**src/include/gsr_pkg.sv**
```systemverilog
package gsr_pkg;
	// sequencer runs on the input clock divided by this
	localparam int SEQ_DIV = 4;
	// overhead times in input clock periods, sequencer sees them in ticks
	localparam int FOT_CLOCKS = 624;
	localparam int ROT_CLOCKS = 32;
	localparam int FOT_TICKS = FOT_CLOCKS / SEQ_DIV;
	localparam int ROT_TICKS = ROT_CLOCKS / SEQ_DIV;
	// register port
	localparam int AW = 8;
	localparam int DW = 16;
	localparam logic [AW-1:0] REG_CTRL = 8'h00;
	localparam logic [AW-1:0] REG_LINES = 8'h04;
	localparam logic [AW-1:0] REG_PIXELS = 8'h08;
	localparam logic [AW-1:0] REG_INTEG = 8'h0c;
	localparam logic [AW-1:0] REG_DUAL = 8'h10;
	localparam logic [AW-1:0] REG_TRIPLE = 8'h14;
	localparam logic [AW-1:0] REG_STATUS = 8'h18;
	// control bits
	localparam int CTRL_INTERNAL = 0;
	localparam int CTRL_OVERLAP = 1;
	localparam int CTRL_REPEAT = 2;
	localparam int CTRL_DUAL = 3;
	localparam int CTRL_TRIPLE = 4;
	localparam int CTRL_RUN = 5;
	// status bits
	localparam int STAT_FRAME = 0;
	localparam int STAT_QUAL = 1;
	localparam int STAT_INTEG = 2;
	localparam int STAT_REPEAT = 3;
	localparam int STAT_INTERNAL = 4;
	localparam int STAT_READING = 5;
	// reset values
	localparam logic [DW-1:0] CTRL_RESET = 16'h0001;
	localparam logic [DW-1:0] LINES_RESET = 16'h01e0;
	localparam logic [DW-1:0] PIXELS_RESET = 16'h0280;
	localparam logic [DW-1:0] INTEG_RESET = 16'h0100;
	localparam logic [DW-1:0] DUAL_RESET = 16'h0040;
	localparam logic [DW-1:0] TRIPLE_RESET = 16'h0010;
	// serial frame: read flag, 4 index bits, 16 data bits
	localparam int SPI_CMD_BITS = 5;
	localparam int SPI_DATA_BITS = 16;
	localparam logic [4:0] SPI_CMD_LAST = 5'h04;
	localparam logic [4:0] SPI_FRAME_LAST = 5'h14;
	typedef enum logic [2:0] {
		INT_IDLE, INT_RESET, INT_EXPOSE, INT_HOLD, INT_XFER
	} gsr_int_e;
	typedef enum logic [1:0] {RD_IDLE, RD_FOT, RD_ROT, RD_PIX} gsr_rd_e;
endpackage

```
**src/verilog/gsr_sync.sv**
```systemverilog
`timescale 1ns/1ps
`default_nettype none
module gsr_sync #(
	parameter int W = 1
) (
	// clock and reset
	input wire logic clk,
	input wire logic rst_n,
	// levels
	input wire logic [W-1:0] d,
	output logic [W-1:0] q
);
	logic [W-1:0] meta;

	always_ff @(posedge clk) begin
		if (!rst_n) begin
			meta <= '0;
			q <= '0;
		end else begin
			meta <= d;
			q <= meta;
		end
	end
endmodule
`default_nettype wire

```
**src/verilog/gsr_spi_slave.sv**
```systemverilog
`timescale 1ns/1ps
`default_nettype none
module gsr_spi_slave import gsr_pkg::*; (
	// clock and reset
	input wire logic clk,
	input wire logic rst_n,
	// synchronised serial pins
	input wire logic en_s,
	input wire logic sclk_s,
	input wire logic sdi_s,
	// serial data line drive
	output logic line_out,
	output logic line_oe,
	// register access
	output logic wr,
	output logic rd,
	output logic [AW-1:0] addr,
	output logic [DW-1:0] wdata,
	input wire logic [DW-1:0] rdata
);
	logic sclk_q;
	logic rise;
	logic [4:0] bit_cnt;
	logic [DW-1:0] shin;
	logic [DW-1:0] shout;
	logic is_read;
	logic rd_q;
	logic rd_q2;

	assign rise = sclk_s & ~sclk_q;
	assign line_out = shout[DW-1];

	always_ff @(posedge clk) begin
		if (!rst_n) begin
			sclk_q <= 1'b0;
		end else begin
			sclk_q <= sclk_s;
		end
	end

	always_ff @(posedge clk) begin
		if (!rst_n) begin
			bit_cnt <= 5'h00;
			shin <= '0;
			is_read <= 1'b0;
			wr <= 1'b0;
			rd <= 1'b0;
			addr <= '0;
			wdata <= '0;
		end else begin
			wr <= 1'b0;
			rd <= 1'b0;
			if (!en_s) begin
				bit_cnt <= 5'h00;
				is_read <= 1'b0;
			end else if (rise && bit_cnt <= SPI_FRAME_LAST) begin
				shin <= {shin[DW-2:0], sdi_s};
				bit_cnt <= bit_cnt + 5'h01;
				if (bit_cnt == SPI_CMD_LAST) begin
					is_read <= shin[3];
					addr <= {2'b00, shin[2:0], sdi_s, 2'b00};
					rd <= shin[3];
				end
				if (bit_cnt == SPI_FRAME_LAST && !is_read) begin
					wr <= 1'b1;
					wdata <= {shin[DW-2:0], sdi_s};
				end
			end
		end
	end

	// line is driven only in the data phase of a read, never in the
	// command phase, so the two ends never fight
	always_ff @(posedge clk) begin
		if (!rst_n) begin
			rd_q <= 1'b0;
			rd_q2 <= 1'b0;
			shout <= '0;
			line_oe <= 1'b0;
		end else begin
			rd_q <= rd;
			rd_q2 <= rd_q;
			if (!en_s || (rise && bit_cnt > SPI_FRAME_LAST)) begin
				line_oe <= 1'b0;
			end else if (rd_q2) begin
				shout <= rdata;
				line_oe <= 1'b1;
			end else if (rise && line_oe && bit_cnt > SPI_CMD_LAST) begin
				shout <= {shout[DW-2:0], 1'b0};
			end
		end
	end
endmodule
`default_nettype wire

```
**src/verilog/gsr_readout_ctrl.sv**
```systemverilog
`timescale 1ns/1ps
`default_nettype none
module gsr_readout_ctrl import gsr_pkg::*; #(
	parameter int PIX_W = 10
) (
	// clock and reset
	input wire logic clk,
	input wire logic rst_n,
	// register port
	input wire logic [AW-1:0] reg_addr,
	input wire logic [DW-1:0] reg_wdata,
	input wire logic reg_wr,
	input wire logic reg_rd,
	output logic [DW-1:0] reg_rdata,
	// sequencer reset pin
	input wire logic sequencer_reset_low,
	// exposure windows: bit 0 primary, 1 second, 2 third
	input wire logic [2:0] exposure_window_in,
	output logic [2:0] exposure_window_out,
	output logic [2:0] exposure_window_oe,
	// serial configuration pins
	input wire logic serial_port_enable,
	input wire logic serial_port_clock,
	input wire logic serial_port_line_in,
	output logic serial_port_line_out,
	output logic serial_port_line_oe,
	// pixel array control
	output logic array_reset,
	output logic array_transfer,
	output logic [2:0] array_window,
	output logic [DW-1:0] row_index,
	output logic [DW-1:0] col_index,
	// converter data in, pixel stream out
	input wire logic [PIX_W-1:0] converter_data,
	output logic [PIX_W-1:0] pixel_data,
	output logic row_data_qualifier,
	output logic image_period_flag
);
	generate
		if (PIX_W < 1 || PIX_W > DW) begin : g_bad_width
			$error("PIX_W must lie between 1 and DW");
		end
	endgenerate

	logic [6:0] pins_s;
	logic seq_run;
	logic [2:0] ew_s;
	logic spi_en_s;
	logic spi_clk_s;
	logic spi_dat_s;
	logic [1:0] div_cnt;
	logic tick;
	logic [DW-1:0] ctrl;
	logic [DW-1:0] lines;
	logic [DW-1:0] pixels;
	logic [DW-1:0] integ;
	logic [DW-1:0] dual;
	logic [DW-1:0] triple;
	logic [DW-1:0] act_lines;
	logic [DW-1:0] act_pixels;
	logic act_repeat;
	logic act_internal;
	logic reset_done;
	logic spi_wr;
	logic spi_rd;
	logic [AW-1:0] spi_addr;
	logic [DW-1:0] spi_wdata;
	logic [DW-1:0] spi_rdata;
	logic wr_any;
	logic [AW-1:0] waddr;
	logic [DW-1:0] wdata;
	gsr_int_e int_st;
	gsr_int_e next_int_st;
	gsr_rd_e rd_st;
	gsr_rd_e next_rd_st;
	logic [DW-1:0] int_cnt;
	logic [DW-1:0] rd_cnt;
	logic expose_done;
	logic [2:0] int_win;
	logic rd_start;

	// pins from outside the clock domain
	gsr_sync #(.W(7)) u_sync (
		.clk(clk),
		.rst_n(rst_n),
		.d({serial_port_line_in, serial_port_clock, serial_port_enable,
			exposure_window_in, sequencer_reset_low}),
		.q(pins_s)
	);
	assign seq_run = pins_s[0];
	assign ew_s = pins_s[3:1];
	assign spi_en_s = pins_s[4];
	assign spi_clk_s = pins_s[5];
	assign spi_dat_s = pins_s[6];

	gsr_spi_slave u_spi (
		.clk(clk),
		.rst_n(rst_n),
		.en_s(spi_en_s),
		.sclk_s(spi_clk_s),
		.sdi_s(spi_dat_s),
		.line_out(serial_port_line_out),
		.line_oe(serial_port_line_oe),
		.wr(spi_wr),
		.rd(spi_rd),
		.addr(spi_addr),
		.wdata(spi_wdata),
		.rdata(spi_rdata)
	);

	// sequencer tick at a quarter of clk
	always_ff @(posedge clk) begin
		if (!rst_n) begin
			div_cnt <= 2'h0;
		end else begin
			div_cnt <= div_cnt + 2'h1;
		end
	end
	assign tick = (div_cnt == 2'(SEQ_DIV - 1));

	function automatic logic [DW-1:0] reg_value(input logic [AW-1:0] a);
		logic [DW-1:0] v;
		v = '0;
		unique case (a)
			REG_CTRL: v = ctrl;
			REG_LINES: v = lines;
			REG_PIXELS: v = pixels;
			REG_INTEG: v = integ;
			REG_DUAL: v = dual;
			REG_TRIPLE: v = triple;
			REG_STATUS: begin
				v[STAT_FRAME] = image_period_flag;
				v[STAT_QUAL] = row_data_qualifier;
				v[STAT_INTEG] = (int_st != INT_IDLE);
				v[STAT_REPEAT] = act_repeat;
				v[STAT_INTERNAL] = act_internal;
				v[STAT_READING] = (rd_st != RD_IDLE);
			end
			default: v = '0;
		endcase
		return v;
	endfunction

	// port write wins a same-cycle collision with a serial write
	assign wr_any = reg_wr | spi_wr;
	assign waddr = reg_wr ? reg_addr : spi_addr;
	assign wdata = reg_wr ? reg_wdata : spi_wdata;

	always_ff @(posedge clk) begin
		if (!rst_n) begin
			ctrl <= CTRL_RESET;
			lines <= LINES_RESET;
			pixels <= PIXELS_RESET;
			integ <= INTEG_RESET;
			dual <= DUAL_RESET;
			triple <= TRIPLE_RESET;
		end else if (wr_any) begin
			unique case (waddr)
				REG_CTRL: ctrl <= wdata;
				REG_LINES: lines <= wdata;
				REG_PIXELS: pixels <= wdata;
				REG_INTEG: integ <= wdata;
				REG_DUAL: dual <= wdata;
				REG_TRIPLE: triple <= wdata;
				default: ;
			endcase
		end
	end

	always_ff @(posedge clk) begin
		if (!rst_n) begin
			reg_rdata <= '0;
			spi_rdata <= '0;
		end else begin
			reg_rdata <= reg_rd ? reg_value(reg_addr) : '0;
			if (spi_rd) begin
				spi_rdata <= reg_value(spi_addr);
			end
		end
	end

	// frame geometry and repeat mode take effect only while the frame
	// flag is low, so a frame never changes shape mid-readout
	always_ff @(posedge clk) begin
		if (!rst_n) begin
			act_lines <= LINES_RESET;
			act_pixels <= PIXELS_RESET;
			act_repeat <= 1'b0;
		end else if (rd_st == RD_IDLE || rd_st == RD_FOT) begin
			act_lines <= lines;
			act_pixels <= pixels;
			act_repeat <= ctrl[CTRL_REPEAT];
		end
	end

	// mode may only flip between integrations
	always_ff @(posedge clk) begin
		if (!rst_n) begin
			act_internal <= 1'b1;
		end else if (int_st == INT_IDLE) begin
			act_internal <= ctrl[CTRL_INTERNAL];
		end
	end

	// integration sequencer
	assign expose_done = act_internal ?
		({1'b0, int_cnt} + 17'h00001 >= {1'b0, integ}) :
		!ew_s[0];

	always_comb begin
		next_int_st = int_st;
		unique case (int_st)
			INT_IDLE: begin
				// sequential mode waits for the previous readout
				if (ctrl[CTRL_RUN] &&
					(ctrl[CTRL_OVERLAP] || rd_st == RD_IDLE) &&
					(act_internal || ew_s[0])) begin
					next_int_st = INT_RESET;
				end
			end
			INT_RESET: next_int_st = INT_EXPOSE;
			INT_EXPOSE: begin
				if (expose_done) begin
					next_int_st = INT_HOLD;
				end
			end
			// storage nodes are busy until readout is finished
			INT_HOLD: begin
				if (rd_st == RD_IDLE) begin
					next_int_st = INT_XFER;
				end
			end
			INT_XFER: next_int_st = INT_IDLE;
		endcase
	end

	always_ff @(posedge clk) begin
		if (!rst_n || !seq_run) begin
			int_st <= INT_IDLE;
			int_cnt <= '0;
			array_reset <= 1'b0;
			array_transfer <= 1'b0;
		end else if (tick) begin
			int_st <= next_int_st;
			int_cnt <= (int_st == INT_EXPOSE) ? int_cnt + 16'h0001 : '0;
			// repeat read skips every reset after the first
			array_reset <= next_int_st == INT_RESET &&
				!(act_repeat && reset_done);
			array_transfer <= (next_int_st == INT_XFER);
		end
	end

	always_ff @(posedge clk) begin
		if (!rst_n || !seq_run) begin
			reset_done <= 1'b0;
		end else if (!act_repeat) begin
			reset_done <= 1'b0;
		end else if (tick && int_st == INT_RESET) begin
			reset_done <= 1'b1;
		end
	end

	// slope windows sit at the end of integration
	always_comb begin
		int_win[0] = (int_st == INT_EXPOSE);
		int_win[1] = int_win[0] && ctrl[CTRL_DUAL] &&
			({1'b0, int_cnt} + {1'b0, dual} >= {1'b0, integ});
		int_win[2] = int_win[0] && ctrl[CTRL_TRIPLE] &&
			({1'b0, int_cnt} + {1'b0, triple} >= {1'b0, integ});
	end

	always_ff @(posedge clk) begin
		if (!rst_n) begin
			exposure_window_out <= 3'h0;
			exposure_window_oe <= 3'h0;
			array_window <= 3'h0;
		end else begin
			exposure_window_out <= act_internal ? int_win : 3'h0;
			exposure_window_oe <= {3{act_internal}};
			array_window <= act_internal ? int_win : ew_s;
		end
	end

	// readout sequencer
	assign rd_start = (int_st == INT_XFER);

	always_comb begin
		next_rd_st = rd_st;
		unique case (rd_st)
			RD_IDLE: begin
				if (rd_start) begin
					next_rd_st = RD_FOT;
				end
			end
			RD_FOT: begin
				if (rd_cnt == DW'(FOT_TICKS - 1)) begin
					next_rd_st = RD_ROT;
				end
			end
			RD_ROT: begin
				if (rd_cnt == DW'(ROT_TICKS - 1)) begin
					next_rd_st = RD_PIX;
				end
			end
			RD_PIX: begin
				if (col_index + 16'h0001 >= act_pixels) begin
					if (row_index + 16'h0001 >= act_lines) begin
						next_rd_st = RD_IDLE;
					end else begin
						next_rd_st = RD_ROT;
					end
				end
			end
		endcase
	end

	always_ff @(posedge clk) begin
		if (!rst_n || !seq_run) begin
			rd_st <= RD_IDLE;
			rd_cnt <= '0;
			row_index <= '0;
			col_index <= '0;
		end else if (tick) begin
			rd_st <= next_rd_st;
			rd_cnt <= (next_rd_st == rd_st) ? rd_cnt + 16'h0001 : '0;
			if (next_rd_st == RD_PIX && rd_st == RD_PIX) begin
				col_index <= col_index + 16'h0001;
			end else begin
				col_index <= '0;
			end
			// one line at a time, next line when a pixel phase ends in a row overhead
			if (rd_st == RD_FOT) begin
				row_index <= '0;
			end else if (rd_st == RD_PIX && next_rd_st == RD_ROT) begin
				row_index <= row_index + 16'h0001;
			end
		end
	end

	always_ff @(posedge clk) begin
		if (!rst_n || !seq_run) begin
			image_period_flag <= 1'b0;
			row_data_qualifier <= 1'b0;
			pixel_data <= '0;
		end else if (tick) begin
			image_period_flag <= next_rd_st == RD_ROT ||
				next_rd_st == RD_PIX;
			// pixel phase lies inside the flagged frame
			row_data_qualifier <= (next_rd_st == RD_PIX);
			pixel_data <= (next_rd_st == RD_PIX) ? converter_data : '0;
		end
	end
endmodule
`default_nettype wire

```
**config.mk**
```make
export PLATFORM = sky130hd
export DESIGN_NAME = gsr_readout_ctrl
export DESIGN_NICKNAME = d
export VERILOG_FILES = /design/src/include/gsr_pkg.sv /design/src/verilog/gsr_sync.sv /design/src/verilog/gsr_spi_slave.sv /design/src/verilog/gsr_readout_ctrl.sv
export SDC_FILE = /design/constraint.sdc
export NUM_CORES = 1
export LEC_CHECK = 0
export ABC_AREA = 1
export BUFFER_PORTS_ARGS = -buffer_cell sky130_fd_sc_hd__buf_2
export CAP_MARGIN = 20
export CORE_UTILIZATION = 41
export CTS_CLUSTER_SIZE = 28
export DETAILED_ROUTE_END_ITERATION = 16
export PLACE_DENSITY_LB_ADDON = 0.25
export SETUP_SLACK_MARGIN = 0.5
export SYNTH_ARGS = -nofsm -noshare
export SYNTH_HDL_FRONTEND = slang
export SYNTH_HIERARCHICAL = 1
export SYNTH_SLANG_ARGS = --single-unit
```
**constraint.sdc**
```tcl
create_clock -name clk -period 2.7 [get_ports clk]
set_input_delay 0 -clock clk [delete_from_list [all_inputs] [get_ports clk]]
set_output_delay 0 -clock clk [all_outputs]
set_load 0.01 [all_outputs]
```
* Yosys cells after proc, flatten, opt, wreduce, memory -nomap -nowiden
Index checks and enable logic that the tools add are counted.
** Operators by class
- Muxes and demuxes :: 27
- $lt $le $gt $ge :: 8
- Equal/unequal tests :: 34
- Bitwise operators :: 6
- Reductions and logical operators :: 56
- Add/sub/neg operators :: 9
** Operators by type and width (number)
- $mux 16 :: 8
- $pmux 10 s6 :: 2
- $pmux 6 s7 :: 2
- $add 16x1->16 const B :: 4
- $ge 17x16->1 :: 3
- $eq 8x5->1 const B :: 5
- $add 16x16->17 :: 2
- $eq 8x4->1 const B :: 4
- $ge 16x16->1 :: 2
- $reduce_and 2->1 :: 13
- $logic_not 8->1 :: 3
- $add 16x1->17 const B :: 1
- $eq 16x3->1 const B :: 1
- $eq 16x8->1 const B :: 1
- $eq 8x3->1 const B :: 2
- $logic_and 1x1->1 :: 16
- $pmux 3 s5 :: 1
- $eq 4x3->1 const B :: 3
- $mux 3 :: 4
- $eq 2x2->1 const B :: 5
- $mux 10 :: 1
- $mux 2 :: 5
- $reduce_and 3->1 :: 3
- $eq 4x2->1 const B :: 2
- other kinds (27) :: 47
** Word-level totals
- Flip-flop bits (word level) :: 332
- Logic and storage cells :: 182
- Bits of input ports :: 45

* Logic depth before layout (Yosys ltp)
- Word-level depth :: 9
- Mapped depth :: 24
- Depth with buffers taken out :: 24

* By module
The synthesis kept the hierarchy.
** By module, submodules not included
- gsr_readout_ctrl :: area each 14946.8 sq um, cells an instance 2064, instances 1
- gsr_spi_slave :: area each 2677.6 sq um, cells an instance 332, instances 1
- gsr_sync :: area each 396.6 sq um, cells an instance 43, instances 1

* Worst setup path after synthesis
OpenSTA, ideal clock, no wires.
- Path kind :: register -> register
- Start point :: reg col_index[0]
- End point :: reg rd_cnt[15]
- Data arrival time :: 2.990 ns
- Stages on the path, launching flop included :: 21
- Path slack :: -0.404 ns
- Data required time :: 2.585 ns
- Clock period less this slack :: 3.104 ns
- Library setup time :: 0.115 ns
- Cell sequence :: dfxtp_1 > ha_1 > nand3_2 > nor2_2 > nand4_2 > nor3_2 > nand3_2 > nor2_2 > xor2_2 > ha_1 > nand2_1 > nor2_1 > a21oi_1 > nand4_1 > nand2_1 > nand3_1 > nand2_1 > nand2_2 > nand2_4 > buf_6 > nor2_2
** Between the ends
- Word-level cells in the longest chain between the ends :: 6
** RTL lines
- start: declaration :: RTL line gsr_readout_ctrl.sv:32 : output logic [DW-1:0] col_index,
- start signal: assignment :: RTL line gsr_readout_ctrl.sv:327 : col_index <= col_index + 16'h0001;
- $add 16x1->16 :: RTL line gsr_readout_ctrl.sv:306 : if (col_index + 16'h0001 >= act_pixels) begin
- $ge 16x16->1 :: RTL line gsr_readout_ctrl.sv:306
- $mux 2 :: RTL line gsr_readout_ctrl.sv:306
- $pmux 2 s4 :: RTL line gsr_readout_ctrl.sv:289 : unique case (rd_st)
- $eq 2x2->1 :: RTL line gsr_readout_ctrl.sv:325 : rd_cnt <= (next_rd_st == rd_st) ? rd_cnt + 16'h0001 : '0;
- $mux 16 :: RTL line gsr_readout_ctrl.sv:325
- end signal: assignment :: RTL line gsr_readout_ctrl.sv:325
- end: declaration :: RTL line gsr_readout_ctrl.sv:77 : logic [DW-1:0] rd_cnt;
No other way between the ends.
A chain may end at the register's enable or synchronous reset.

* Worst setup path after layout
- Start point :: reg col_index[4]
- End point :: reg row_index[1]
** Between the ends
- Word-level cells in the longest chain between the ends :: 8
** RTL lines
- $add 16x1->16 :: RTL line gsr_readout_ctrl.sv:306
- $ge 16x16->1 :: RTL line gsr_readout_ctrl.sv:306
- $mux 2 :: RTL line gsr_readout_ctrl.sv:306
- $pmux 2 s4 :: RTL line gsr_readout_ctrl.sv:289
- $eq 2x2->1 :: RTL line gsr_readout_ctrl.sv:334 : end else if (rd_st == RD_PIX && next_rd_st == RD_ROT) begin
- $logic_and 1x1->1 :: RTL line gsr_readout_ctrl.sv:334
- $reduce_bool 2->1 (no line)
- $reduce_and 2->1 (no line)
- end signal: assignment :: RTL line gsr_readout_ctrl.sv:335 : row_index <= row_index + 16'h0001;
- end: declaration :: RTL line gsr_readout_ctrl.sv:31 : output logic [DW-1:0] row_index,
No other way between the ends.

==> results.cfg <==
[worst_setup_path]
slowest_delay_ps = 360
crit_buf_inv = 6
r2r_start = col_index[4]
cp-end-kind = flip-flop
worst_path_most_repeated_cell = nand2_1
critical-path-slowest-cell = dfxtp_1
crit_fanout = 6
crit_family = simple AND/OR/NAND/NOR gates
crit_path_start = col_index[4]
path_cells = inv_2, nor3_4, nand3_2, buf_4, buf_4, xor2_1, inv_1, ha_1, nand2_1, nor2_2, nand2_1, nand2_1, nand2_1, nand4_1, buf_4, nand3_4, buf_12, nor2_4, nand3_2, a21oi_2
cp-start-kind = flip-flop
path_class = reg2reg
reg2regPathDepth = 20
arrival_ps = 3740
required_ps = 3170
worstReg2RegEnd = row_index[1]
reg2reg_slack_ps = -560

[synth]
avgSynthCellArea_um2 = 7.39
yosysSeqAreaShare = 0.369
yosys_warnings = 6
synth_compound_area_frac = 0.187
synth-edff-count = 0
synth_top_cell_by_area = dfxtp_1
synthDistinctLibCells = 62
synth_top_family_by_area = simple AND/OR/NAND/NOR gates
synth_fa_ha_area_frac = 0.0848
synthMuxAreaShare = 0.0177
syn-cell-area_mm2 = 0.0180
synth_top_flop_cell = dfxtp_1
synth_simple_gate_area_frac = 0.210
yosysTopAreaCellShare = 0.369
netlist_instances = 2439
synth-async-reset-ratio = 0
synth_xor_xnor_area_share = 0.0335
yosys-top-cells-area = dfxtp_1 (37%), nand2_1 (8.9%), a21oi_1 (8.3%), ha_1 (8.3%), inv_1 (6.5%)
synth_seq_cells = 332

[timing]
worstMarginPinSlew_ps = 801
clock_skew_ps = 21.9
finalSetupViolCount = 68
setup_ws_ps = -564
max_freq_mhz = 306
relSlewSlack = 0.466
min_period_ps = 3260
fin_hold_ws_ps = 1.20
grt_setup_unrepaired = yes
finalHoldViolations = 0
finalMaxSlewViolations = 0
fin_crit_sh = 1.21

[routing]
vias_per_cell = 5.27
drt-initial-drc-count = 1253
drt-pass1-iter-count = 5
vias = 17800
wirelength_um = 60200
wl_per_cell_um = 17.9
drtAntennaViolNets = 0
drc_errors = 0

[floorplan]
start_util = 0.417
die_h_um = 212
coreArea_mm2 = 0.0432
pin_count = 118
core.rowCount = 76
die_x_um = 212
dieArea_mm2 = 0.0448

[global_route]
grt_max_degree = 106
grtUsageMet2 = 0.447
grt_busiest_layer = met2
grt_use_met3 = 0.0393
grtUsageTotal = 0.266
gr-total-overflow = 0
first_global_vias = 16900
grt_pass1_wl_um = 93000
antenna_found_initial = 1
gr-usage-met1 = 0.337

[pwr]
pwr_density_cell_mw_per_mm2 = 455
peakVddDrop_uv = 454
leakagePower_uw = 0.0101

[final_layout]
drive_gt1_frac = 0.247
regArea_mm2 = 0.00669
syn_to_final_growth_pct = 30.0
n_fill_cell = 4094
layout_common_cells = nand2_1 (386), dfxtp_1 (314), inv_1 (300), a21oi_1 (281), buf_4 (212)
utilization = 0.543
final_nets = 2928
multi_input_area_mm2 = 0.0107
final_common_cell = nand2_1

[clock_tree]
htree_levels = 2
cts_buffer_depth = 3
clk_latency_ps = 560
root_buffer = clkbuf_16
clk_pin_slew_ps = 60
cts_tree = yes
cts_sinks = 332
cts_buffers = 38

[hold_path]
whs_endpoint = ctrl[8]
hold_path_class = in2reg
hold_depth = 5
worstHoldStart = reg_wdata[8]

[run_status]
outcome = complete, but fails checks
violations = setup timing

[run]
cap_violations = 0

[placement]
dp_hpwl_um = 43500
numPortBuffers = 117
gp_congestion = 0.980
==> sequential cells by signal, indices dropped and copies added, names as in the netlist, 16 cells and up <==
name	count
col_index	16
reg_rdata	16
integ	16
act_pixels	16
triple	16
u_spi/shout	16
rd_cnt	16
dual	16
act_lines	16
u_spi/wdata	16
pixels	16
lines	16
int_cnt	16
ctrl	16
spi_rdata	16
row_index	16
==> power by group <==
part	switching (uW)	leakage [uW]	internal, uW	total [uW]
Sequential	16.3	0.00269	4920	4930
Clock	2180	0.000621	3130	5300
Combinational	275	0.00676	140	415
Total	2470	0.0101	8180	10700
==> cell type report <==
class,count,share of cell area
diodes,1,0.000107
clock buffers,51,0.0462
clock inverters,16,0.00812
inverters,336,0.0548
multi-input cells,1678,0.457
flip-flops and latches,332,0.285
well taps,585,0.0312
repair buffers,375,0.117
repair inverters,1,0.000694
==> worst register-to-register path, cell delays in order (launching register included) <==
cell     delay (ps)
dfxtp_1         360
inv_2            90
nor3_4          200
nand3_2         130
buf_4           160
buf_4           120
xor2_1          130
inv_1           100
ha_1            300
nand2_1          90
nor2_2          200
nand2_1          80
nand2_1          90
nand2_1          70
nand4_1         120
buf_4           150
nand3_4         140
buf_12          190
nor2_4          220
nand3_2         110
a21oi_2         140
==> through the flow <==
stage / setup slack, ps / instance area, um^2 / instances / power [uW] / setup TNS [ps]
after floorplan: -302 / 18200 / 2442 / 5280 / -10900
final: -564 / 23400 / 3375 / 10700 / -26450
after global routing: -761 / 23400 / 3374 / 11000 / -40180
after CTS: -468 / 23000 / 3362 / 10700 / -19890
after detailed placement: -812 / 20500 / 3227 / 5410 / -32690
after global placement: -784 / 20400 / 3226 / 5400 / -29850
==> cell families (layout without fill, tap and decap cells) <==
family / Yosys count / after routing
buffers and inverters: 435 / 779
adder cells (fa/ha/maj): 121 / 121
XOR/XNOR: 68 / 68
flip-flops: 332 / 332
other: 1 / 5
multiplexers: 30 / 30
AO/OA/AOI/OAI: 614 / 615
AND/OR/NAND/NOR: 838 / 840
==> cell usage after synthesis, types with 4 or more instances <==
cell,number
nand2_1,425
dfxtp_1,332
inv_1,310
a21oi_1,298
o21ai_0,158
nor2_1,147
nand3_1,136
ha_1,119
clkbuf_1,59
o22ai_1,58
xor2_1,55
nor3_1,35
o21ai_1,22
inv_2,19
nand4_1,18
buf_2,17
mux2_2,15
mux2i_1,15
nor4_1,15
a31oi_1,14
nor2_2,13
a221oi_1,12
o211ai_1,12
xnor2_1,12
nor3_2,11
buf_4,10
buf_6,9
nand2_2,8
a211oi_1,7
nand3_2,7
clkinv_1,6
o21a_1,5
buf_1,4
nor2_4,4
o221ai_1,4
==> worst max path at each step <==
stage                         to  cells past startpoint
floorplan             rd_cnt[13]                     20
global placement    row_index[9]                     19
detailed placement  row_index[2]                     18
CTS                 row_index[2]                     21
global route        row_index[4]                     20
finish              row_index[1]                     20
==> layer usage <==
metal / share of wire / wire (um)
met2: 0.47 / 28300
met5: 0 / 0
met4: 0.039 / 2340
met1: 0.43 / 26000
met3: 0.059 / 3530
==> what timing repair did <==
action | 4_1_cts | 5_1_grt
hold buffers | 30 | 0
setup endpoints to repair | 68 | 73
hold endpoints to repair | 79 | 0
gates resized for setup | 131 | 80
gates cloned | 5 | 0
setup buffers | 33 | 12
pin swaps | 53 | 73
No activity file was read; power rests on OpenSTA's default activity.
